### src/verilog/adcis_params.svh
/*
 register offsets, field positions, reset values and keys of the
 converter initial-control and software-start block.
 assumes inclusion by bare name from the design files of this block.
*/
`ifndef ADCIS_PARAMS_SVH
`define ADCIS_PARAMS_SVH

`define ADCIS_OFS_PRIORITY     12'h024
`define ADCIS_OFS_INIT         12'h02c
`define ADCIS_OFS_START        12'h030

`define ADCIS_TEST_KEY_MSB     15
`define ADCIS_TEST_KEY_LSB     12
`define ADCIS_DIV_MSB          7
`define ADCIS_DIV_LSB          4
`define ADCIS_REF_BIT          3
`define ADCIS_POLICY_BIT       2
`define ADCIS_CONVERTER_CLOCK_GATE_BIT        1
`define ADCIS_AIN_BIT          0
`define ADCIS_TRIG_MSB         7
`define ADCIS_TRIG_LSB         4
`define ADCIS_STROBE_MSB       3
`define ADCIS_STROBE_LSB       0
`define ADCIS_PRIO_STRIDE      4

`define ADCIS_TEST_KEY         4'hd
`define ADCIS_INIT_MASK        32'h0000f0ff
`define ADCIS_START_MASK       32'h000000f0
`define ADCIS_PRIO_MASK        32'h00003333
`define ADCIS_PRIO_RESET       32'h00003210
`define ADCIS_INIT_RESET       16'h0000
`define ADCIS_TRIG_RESET       4'h0

`endif

### src/verilog/adcis_pkg.sv
/*
 types shared by the converter initial-control and start block.
 assumes nothing beyond a SystemVerilog compiler.
*/
package adcis_pkg;

    typedef enum logic [1:0] {
        ST_IDLE,
        ST_ISSUE,
        ST_RUN
    } adcis_state_e;

    typedef struct packed {
        logic macro_test_mode;
        logic reference_external;
        logic fifo_reset_policy;
        logic converter_clock_gate;
        logic analog_input_enable;
    } adcis_ctrl_s;

    typedef logic [3:0][1:0] adcis_prio_t;

endpackage : adcis_pkg

### src/verilog/adcis_top.sv
/*
 converter initial control, sequencer priority and software start
 registers behind an APB slave, with the start scheduler.
 assumes the converter, its FIFOs and the active-sequencer register
 sit on pclk and report through the plain ports below.
*/
// Chosen here: the APB slave port.
//
// Function
// - macro test mode is on only while the test field holds the key.
// - the converter clock is divided by the 4-bit divider, zero passes it through.
// - the reference bit picks the supply rail at 0 and the external input at 1.
// - with the reset policy at 0 a non-empty FIFO is kept when a sequence starts.
// - with the policy at 1 the FIFO is cleared at start only on overflow or endpoint.
// - analog inputs connect only while their enable bit is 1, fields reset to zero.
// - a 1 in an initiate bit starts that sequencer only if it is active.
// - any one or any combination of the four sequencers may start in one write.
// - sequencers started together run one after another by priority.
// - one trigger-type bit per sequencer in bits 4 to 7, 0 edge and 1 level.
// - the initiate bits are write-only strobes at bits 0 to 3.
// - reserved upper bits are read-only and read as zero.
// - 2-bit priorities, zero highest, reset order 0 to 3, all distinct; equal values are accepted, ties go to the lower index.
`timescale 1ns/1ns
`default_nettype none
`include "adcis_params.svh"
module adcis_top
    import adcis_pkg::*;
(
    input  wire logic        pclk,
    input  wire logic        presetn,
    input  wire logic [11:0] paddr,
    input  wire logic        psel,
    input  wire logic        penable,
    input  wire logic        pwrite,
    input  wire logic [31:0] pwdata,
    output logic [31:0]      prdata,
    output logic             pready,
    output logic             pslverr,
    input  wire logic [3:0]  seq_active,
    input  wire logic [3:0]  fifo_overflow,
    input  wire logic        last_seq_endpoint,
    output logic             seq_start_valid,
    input  wire logic        seq_start_ready,
    output logic [1:0]       seq_start_id,
    input  wire logic        seq_done,
    output logic [3:0]       fifo_clear,
    output logic [3:0]       seq_trigger_level,
    output adcis_ctrl_s      conv_ctrl,
    output logic [3:0]       converter_clock_divider,
    output logic             conv_clk_tick
);
    logic [15:0]  init_reg;
    logic [3:0]   trig_type;
    adcis_prio_t  prio;
    logic [3:0]   pending;
    logic [3:0]   next_pending;
    adcis_state_e state;
    adcis_state_e next_state;
    logic [1:0]   issue_id;

    logic         setup;
    logic         access_wr;
    logic         hit_init;
    logic         hit_start;
    logic         hit_prio;
    logic         hit_any;
    logic [31:0]  rd_mux;
    logic         wr_init;
    logic         wr_start;
    logic         wr_prio;
    logic [3:0]   strobe_set;
    logic [3:0]   issue_clr;
    logic         grant_valid;
    logic [1:0]   grant_id;
    logic         grant_take;
    logic         clear_due;
    logic [3:0]   key_field;
    logic         test_on;
    logic         pick_best;

    // bus decode
    assign setup     = psel && !penable;
    assign access_wr = psel && penable && pwrite && pready;
    assign hit_init  = (paddr == `ADCIS_OFS_INIT);
    assign hit_start = (paddr == `ADCIS_OFS_START);
    assign hit_prio  = (paddr == `ADCIS_OFS_PRIORITY);
    assign hit_any   = hit_init || hit_start || hit_prio;
    assign wr_init   = access_wr && hit_init;
    assign wr_start  = access_wr && hit_start;
    assign wr_prio   = access_wr && hit_prio;

    // zero wait states; read data is caught in the setup cycle
    assign pready = 1'b1;

    assign rd_mux = hit_init  ? ({16'h0000, init_reg} & `ADCIS_INIT_MASK) :
                    hit_start ? ({24'h000000, trig_type, 4'h0} & `ADCIS_START_MASK) :
                    hit_prio  ? ({16'h0000, 2'b00, prio[3], 2'b00, prio[2],
                                  2'b00, prio[1], 2'b00, prio[0]} & `ADCIS_PRIO_MASK) :
                    32'h00000000;

    always_ff @(posedge pclk or negedge presetn) begin
        if (!presetn) begin
            prdata  <= 32'h00000000;
            pslverr <= 1'b0;
        end else if (setup) begin
            prdata  <= pwrite ? 32'h00000000 : rd_mux;
            pslverr <= !hit_any;
        end
    end

    always_ff @(posedge pclk or negedge presetn) begin
        if (!presetn) begin
            init_reg <= `ADCIS_INIT_RESET;
        end else if (wr_init) begin
            init_reg <= pwdata[15:0] & 16'(`ADCIS_INIT_MASK);
        end
    end

    always_ff @(posedge pclk or negedge presetn) begin
        if (!presetn) begin
            trig_type <= `ADCIS_TRIG_RESET;
        end else if (wr_start) begin
            trig_type <= pwdata[`ADCIS_TRIG_MSB:`ADCIS_TRIG_LSB];
        end
    end

    // priority fields, reset order 0 to 3
    for (genvar s = 0; s < 4; s++) begin : g_prio
        always_ff @(posedge pclk or negedge presetn) begin
            if (!presetn) begin
                prio[s] <= 2'(`ADCIS_PRIO_RESET >> (s * `ADCIS_PRIO_STRIDE));
            end else if (wr_prio) begin
                prio[s] <= pwdata[s * `ADCIS_PRIO_STRIDE +: 2];
            end
        end
    end

    // test mode only on exact key
    assign key_field = init_reg[`ADCIS_TEST_KEY_MSB:`ADCIS_TEST_KEY_LSB];
    assign test_on   = (key_field == `ADCIS_TEST_KEY);
    // converter control fields from the init register
    // one assignment, a packed struct is a single variable
    assign conv_ctrl = {test_on,
                        init_reg[`ADCIS_REF_BIT],
                        init_reg[`ADCIS_POLICY_BIT],
                        init_reg[`ADCIS_CONVERTER_CLOCK_GATE_BIT],
                        init_reg[`ADCIS_AIN_BIT]};
    assign converter_clock_divider        = init_reg[`ADCIS_DIV_MSB:`ADCIS_DIV_LSB];
    assign seq_trigger_level              = trig_type;

    // divider changes with the gate on may give one odd tick period
    adcis_converter_clock_divider u_converter_clock_divider (
        .pclk    (pclk),
        .presetn (presetn),
        .gate    (conv_ctrl.converter_clock_gate),
        .div     (converter_clock_divider),
        .tick    (conv_clk_tick)
    );

    assign strobe_set = wr_start ? (pwdata[`ADCIS_STROBE_MSB:`ADCIS_STROBE_LSB] & seq_active)
                                 : 4'h0;

    assign grant_take = (state == ST_ISSUE) && seq_start_ready;
    assign issue_clr  = grant_take ? (4'h1 << issue_id) : 4'h0;

    // set wins over the clear of the same cycle
    assign next_pending = (pending & ~issue_clr) | strobe_set;

    always_ff @(posedge pclk or negedge presetn) begin
        if (!presetn) begin
            pending <= 4'h0;
        end else begin
            pending <= next_pending;
        end
    end

    adcis_arbiter u_arbiter (
        .pending     (pending),
        .prio        (prio),
        .grant_valid (grant_valid),
        .grant_id    (grant_id)
    );

    // pick checked apart from the arbiter
    assign pick_best = pending[grant_id] &&
                       (!pending[0] || prio[grant_id] <= prio[0]) &&
                       (!pending[1] || prio[grant_id] <= prio[1]) &&
                       (!pending[2] || prio[grant_id] <= prio[2]) &&
                       (!pending[3] || prio[grant_id] <= prio[3]);

    always_comb begin
        next_state = state;
        case (state)
            ST_IDLE: begin
                if (grant_valid) begin
                    next_state = ST_ISSUE;
                end
            end
            ST_ISSUE: begin
                if (seq_start_ready) begin
                    next_state = ST_RUN;
                end
            end
            ST_RUN: begin
                if (seq_done) begin
                    next_state = ST_IDLE;
                end
            end
            default: begin
                next_state = ST_IDLE;
            end
        endcase
    end

    // policy 1 clears on overflow or endpoint
    assign clear_due = conv_ctrl.fifo_reset_policy &&
                       (fifo_overflow[grant_id] || last_seq_endpoint);

    always_ff @(posedge pclk or negedge presetn) begin
        if (!presetn) begin
            state      <= ST_IDLE;
            issue_id   <= 2'h0;
            fifo_clear <= 4'h0;
        end else begin
            state      <= next_state;
            fifo_clear <= 4'h0;
            if (state == ST_IDLE && grant_valid) begin
                issue_id   <= grant_id;
                fifo_clear <= clear_due ? (4'h1 << grant_id) : 4'h0;
            end
        end
    end

    assign seq_start_valid = (state == ST_ISSUE);
    assign seq_start_id    = issue_id;
endmodule : adcis_top
`default_nettype wire

### src/verilog/adcis_converter_clock_divider.sv
/*
 converter clock divider: one-cycle tick every max(div,1) pclk cycles.
 assumes gate and div come from registers on the same clock.
*/
`timescale 1ns/1ns
`default_nettype none
module adcis_converter_clock_divider
    import adcis_pkg::*;
(
    input  wire logic       pclk,
    input  wire logic       presetn,
    input  wire logic       gate,
    input  wire logic [3:0] div,
    output var  logic       tick
);
    logic [3:0] cnt;
    logic [3:0] last;
    logic [3:0] next_cnt;

    // count to divider
    // zero and one both mean no division
    assign last     = (div == 4'h0) ? 4'h0 : div - 4'h1;
    assign next_cnt = (!gate || cnt >= last) ? 4'h0 : cnt + 4'h1;

    always_ff @(posedge pclk or negedge presetn) begin
        if (!presetn) begin
            cnt  <= 4'h0;
            tick <= 1'b0;
        end else begin
            cnt  <= next_cnt;
            tick <= gate && (cnt == 4'h0);
        end
    end
endmodule : adcis_converter_clock_divider
`default_nettype wire

### src/verilog/adcis_arbiter.sv
/*
 priority pick among pending sequencer starts; lower value wins.
 assumes distinct priorities; ties fall to the lower index.
*/
`timescale 1ns/1ns
`default_nettype none
module adcis_arbiter
    import adcis_pkg::*;
(
    input  wire logic [3:0]  pending,
    input  wire adcis_prio_t prio,
    output logic             grant_valid,
    output logic [1:0]       grant_id
);
    logic [3:0] wins;

    for (genvar i = 0; i < 4; i++) begin : g_seq
        logic [3:0] beats;
        for (genvar j = 0; j < 4; j++) begin : g_other
            if (i == j) begin : g_self
                assign beats[j] = 1'b1;
            end else begin : g_cmp
                assign beats[j] = !pending[j] || (prio[i] < prio[j]) ||
                                  ((prio[i] == prio[j]) && (i < j));
            end
        end
        assign wins[i] = pending[i] && (&beats);
    end

    assign grant_valid = |pending;
    assign grant_id    = wins[0] ? 2'h0 : wins[1] ? 2'h1 : wins[2] ? 2'h2 : 2'h3;

endmodule : adcis_arbiter
`default_nettype wire

### config.mk
export PLATFORM = sky130hd
export DESIGN_NAME = adcis_top
export DESIGN_NICKNAME = d
export VERILOG_FILES = /design/src/verilog/adcis_pkg.sv /design/src/verilog/adcis_top.sv /design/src/verilog/adcis_converter_clock_divider.sv /design/src/verilog/adcis_arbiter.sv
export VERILOG_INCLUDE_DIRS = /design/src /design/src/verilog
export SDC_FILE = /design/constraint.sdc
export NUM_CORES = 1
export LEC_CHECK = 0
export ABC_AREA = 1
export BUFFER_PORTS_ARGS = -buffer_cell sky130_fd_sc_hd__buf_2
export CAP_MARGIN = 20
export CELL_PAD_IN_SITES_DETAIL_PLACEMENT = 0
export CELL_PAD_IN_SITES_GLOBAL_PLACEMENT = 1
export CORE_UTILIZATION = 36
export DETAILED_ROUTE_END_ITERATION = 8
export PLACE_DENSITY_LB_ADDON = 0.15
export SLEW_MARGIN = 0
export SYNTH_ARGS = -nofsm -noshare
export SYNTH_HDL_FRONTEND = slang
export SYNTH_SLANG_ARGS = --single-unit
### constraint.sdc
create_clock -name pclk -period 2.5 [get_ports pclk]
set_clock_uncertainty 0.2 [all_clocks]
set_input_delay 0.375 -clock pclk [delete_from_list [all_inputs] [get_ports pclk]]
set_output_delay 0.375 -clock pclk [all_outputs]
set_load 0.02 [all_outputs]
==> impl_results.md <==
- Full die area: 9340 um^2
- Total negative slack: 0 ns
- Max Slew Vio Count: 0
- Layout cells sized above 1: between 20% and 30%
- CTS buffer count: 5
- Max FFs per register: 14
- Share of the yosys chip area belonging to registers: 43.6%
- Largest family of logic cells by synthesized area: simple AND/OR/NAND/NOR gates
- WL final: 7230 um
- Metal3 WL: 339 um
- RSZ-0062 raised after global routing: no
- Simple-gate area share of the yosys netlist: 19.9%
- Commonest non-fill, non-tap cell in the layout: nand2_1
- Reg power frac: about half
- CP dominant cell by count: inv_1
- WL met1: 3580 um
- H-tree depth: 2
- Top sig layer: met4
- DRC viols: 0
- Core box area: between 8000 and 9000 um^2
- FP Rows: 34
- Worst Path Required: 2.55 ns
- Reg2Reg Setup Slack: ~0.27 ns
- Synth unique cells: 42
- Root buffer cell: clkbuf_8
- CTS Sinks: 56
- Non-Filler Instances: 563
- Final instance area: 3710 um^2
- EDFF count, synth: 0
- Post-DR vias/cell: 4.59
- Mux contribution to synthesized area: less than 1%
- Worst r2r src: prio[5]$_DFFE_PN1P_
- Worst Hold Endpoint: state[1]$_DFFE_PN0P_
- Final Hold Fails: 0
- Switching portion of total power: between 30 and 40%
- Clk slew on worst S/H paths: 0.11 ns
- Routability Congestion: 0.753
- CP startpoint kind: flop
- Logic gate share of total power: between 20% and 30%
- Max Freq: between 0.4 and 0.5 GHz
- Relative slew slack: a little under three fifths
- GRT Util Overall: ~16%
- Most frequent cells in the layout: nand2_1, buf_2, inv_1, dfrtp_1, nor2_1
- Storage element area: 1410 um^2
- 1st-iter DRT viols: between 100 and 150
- DR vias: around 2600
- Slowest cell on crit path: dfstp_2
- Initial antenna violation count: 0
- Critical path arrival: between 2 and 2.5 ns
- Hold Path Class: input port to flop
- Minimum clock period: roughly 2.2 ns
- IO buf count: 77
- Ys async rst share: 100%
- Leak pwr: 0.00201 uW
- Slew @ Worst Pin: 0.632 ns
- Synthesized area: 3220 um^2
- CTS tree: built
- Main flop type after synthesis: dfrtp_1
- Start point of the worst hold path: seq_done
- # setup viols final: 0
- Dpl cell area: 3600 um^2
- Drt first pass iters: 4
- Seq cells post-synth: 56
- VDD IR max: 419 uV
- Number of global-route vias before repair: about 2400
- Nets: roughly 530
- Switching pwr: slightly below 700 uW
- Post CTS Setup Buffer Count: 0
- Clk pwr share: 25.9%
- Worst Path Max Fanout: 4
- Crit end category: flop
- CTS Buffer Depth: 2
- Mapped Cells: 382
- Worst hold path depth: 2
- ANT nets after route: 0
- Io pins: 115
- Max incr delay on CP: 0.57 ns
- Outcome: finished, final reports clean
- Multi-input gate area: ~1400 um^2
- PwrDens: 539 nW/um^2
- Syn-to-layout area delta: 15.0%
- Crit-path cells: inv_1 -> ha_1 -> inv_1 -> o21bai_1 -> nand3_1 -> inv_1 -> nor2_1 -> nand3_1 -> nand2_1 -> inv_1 -> nand3_1 -> nand2_1 -> nor2_1
- FF-to-FF End: fifo_clear[3]$_DFF_PN0_
- Final clock period utilization by the worst path: between 80% and 90%
- Placed insts: 554
- Reg2Reg Depth: 13
- First-pass GRT wire length: 12200 um
- Maxcap violations: 0
- Mean cell area of the mapped netlist: between 8 and 9 um^2
- DPL Wire Length: 5550 um
- Pint: approximately 1300 uW
- Yosys warns: 0
- Met2 wire length: 3240 um
- Clock insertion delay at the later pin of the skew report: 0.31 ns
- Synth Area in Adders: 6.98%
- Routed len/inst: between 10 and 15 um
- Die H: slightly below 100 um
- Starting Density: 37.2%
- # fillers: 946
- Largest net degree at the start of global routing: 36
- Critical path class: flop to flop
- Compound-Gate Fraction of Synth Area: 13.5%
- # diodes: 0
- XOR/XNOR share of the synthesized area: 0.543%
- Grt total ovfl: 0
- Die width: 96.6 um
==> what timing repair did <==
item | 4_1_cts | 5_1_grt
hold endpoints to repair | 20 | 0
resized for setup | 0 | 1
endpoints found under the setup margin | 0 | 4
hold buffers | 1 | 0
==> cell usage after synthesis, drive strengths merged, types with 6 or more instances <==
| cell type | instances | area (um^2) |
|---|---|---|
| a21oi | 9 | 52.6 |
| inv | 54 | 203 |
| nand2 | 83 | 327 |
| ha | 18 | 225 |
| dfrtp | 52 | 1300 |
| nor2 | 34 | 133 |
| o21ai | 33 | 206 |
| buf | 33 | 248 |
| nand3 | 15 | 75.1 |
| nor3 | 6 | 30.0 |
==> kinds of logic after synthesis <==
| group | Yosys count |
|---|---|
| other cells | 2 |
| simple gates | 147 |
| buf+inv | 91 |
| flops | 56 |
| xor+xnor | 2 |
| compound gates | 64 |
| mux | 2 |
| fa+ha+maj | 18 |
==> stage by stage <==
step           hold WS, ns  total power [uW]  util [%]  worst slack (ns)
5_1_grt             0.0222              2130      42.7            0.0387
6_report            0.0306              2000      42.7             0.266
3_3_place_gp         0.192              1490      41.5             0.293
4_1_cts             0.0217              2030      42.7             0.261
2_1_floorplan       -0.121              1360         -             0.536
3_5_place_dp         0.191              1500      41.5             0.285
==> power by group through the flow <==
stage	registers (uW)	clock network, uW	logic, uW
2_1_floorplan	1050	0	315
3_3_place_gp	1040	0	456
3_5_place_dp	1040	0	460
4_1_cts	1020	544	463
5_1_grt	1030	570	525
6_report	1020	517	461
==> final cells by class <==
cell class                      instances  share of cell area (%)
Timing Repair Buffer                   83                    12.0
Sequential cell                        56                    37.9
Clock buffer                            5                    1.86
Inverter                               56                    5.70
Multi-Input combinational cell        252                    38.2
Clock inverter                          3                   0.607
Tap cell                              108                    3.64
==> routing by layer <==
layer | global-route usage (%) | vias to the layer above
met4 | 3.79 | 0
met2 | 24.9 | 80
li1 | - | 1330
met3 | 2.75 | 5
met5 | 0 | -
met1 | 23.8 | 1168
==> how the worst max path moves through the flow <==
stage | to | start | slack [ns]
floorplan | fifo_clear[1]$_DFF_PN0_ | prio[7]$_DFFE_PN1P_ | 0.54
global placement | fifo_clear[3]$_DFF_PN0_ | prio[5]$_DFFE_PN1P_ | 0.29
detailed placement | fifo_clear[3]$_DFF_PN0_ | prio[7]$_DFFE_PN1P_ | 0.28
CTS | fifo_clear[3]$_DFF_PN0_ | prio[7]$_DFFE_PN1P_ | 0.26
global route | u_converter_clock_divider.cnt[3]$_DFF_PN0_ | init_reg[5]$_DFFE_PN0P_ | 0.04
finish | fifo_clear[3]$_DFF_PN0_ | prio[5]$_DFFE_PN1P_ | 0.27
==> critical path: cells and delay by family, from the launching register on <==
family	cells	cell delay [ns]
DFF	1	0.57
and+or+nand+nor	7	0.81
adders and majority gates	1	0.29
AOI/OAI and AO/OA	1	0.08
buffers and inverters	4	0.22
Note: power is estimated with default switching activity, not from simulation.
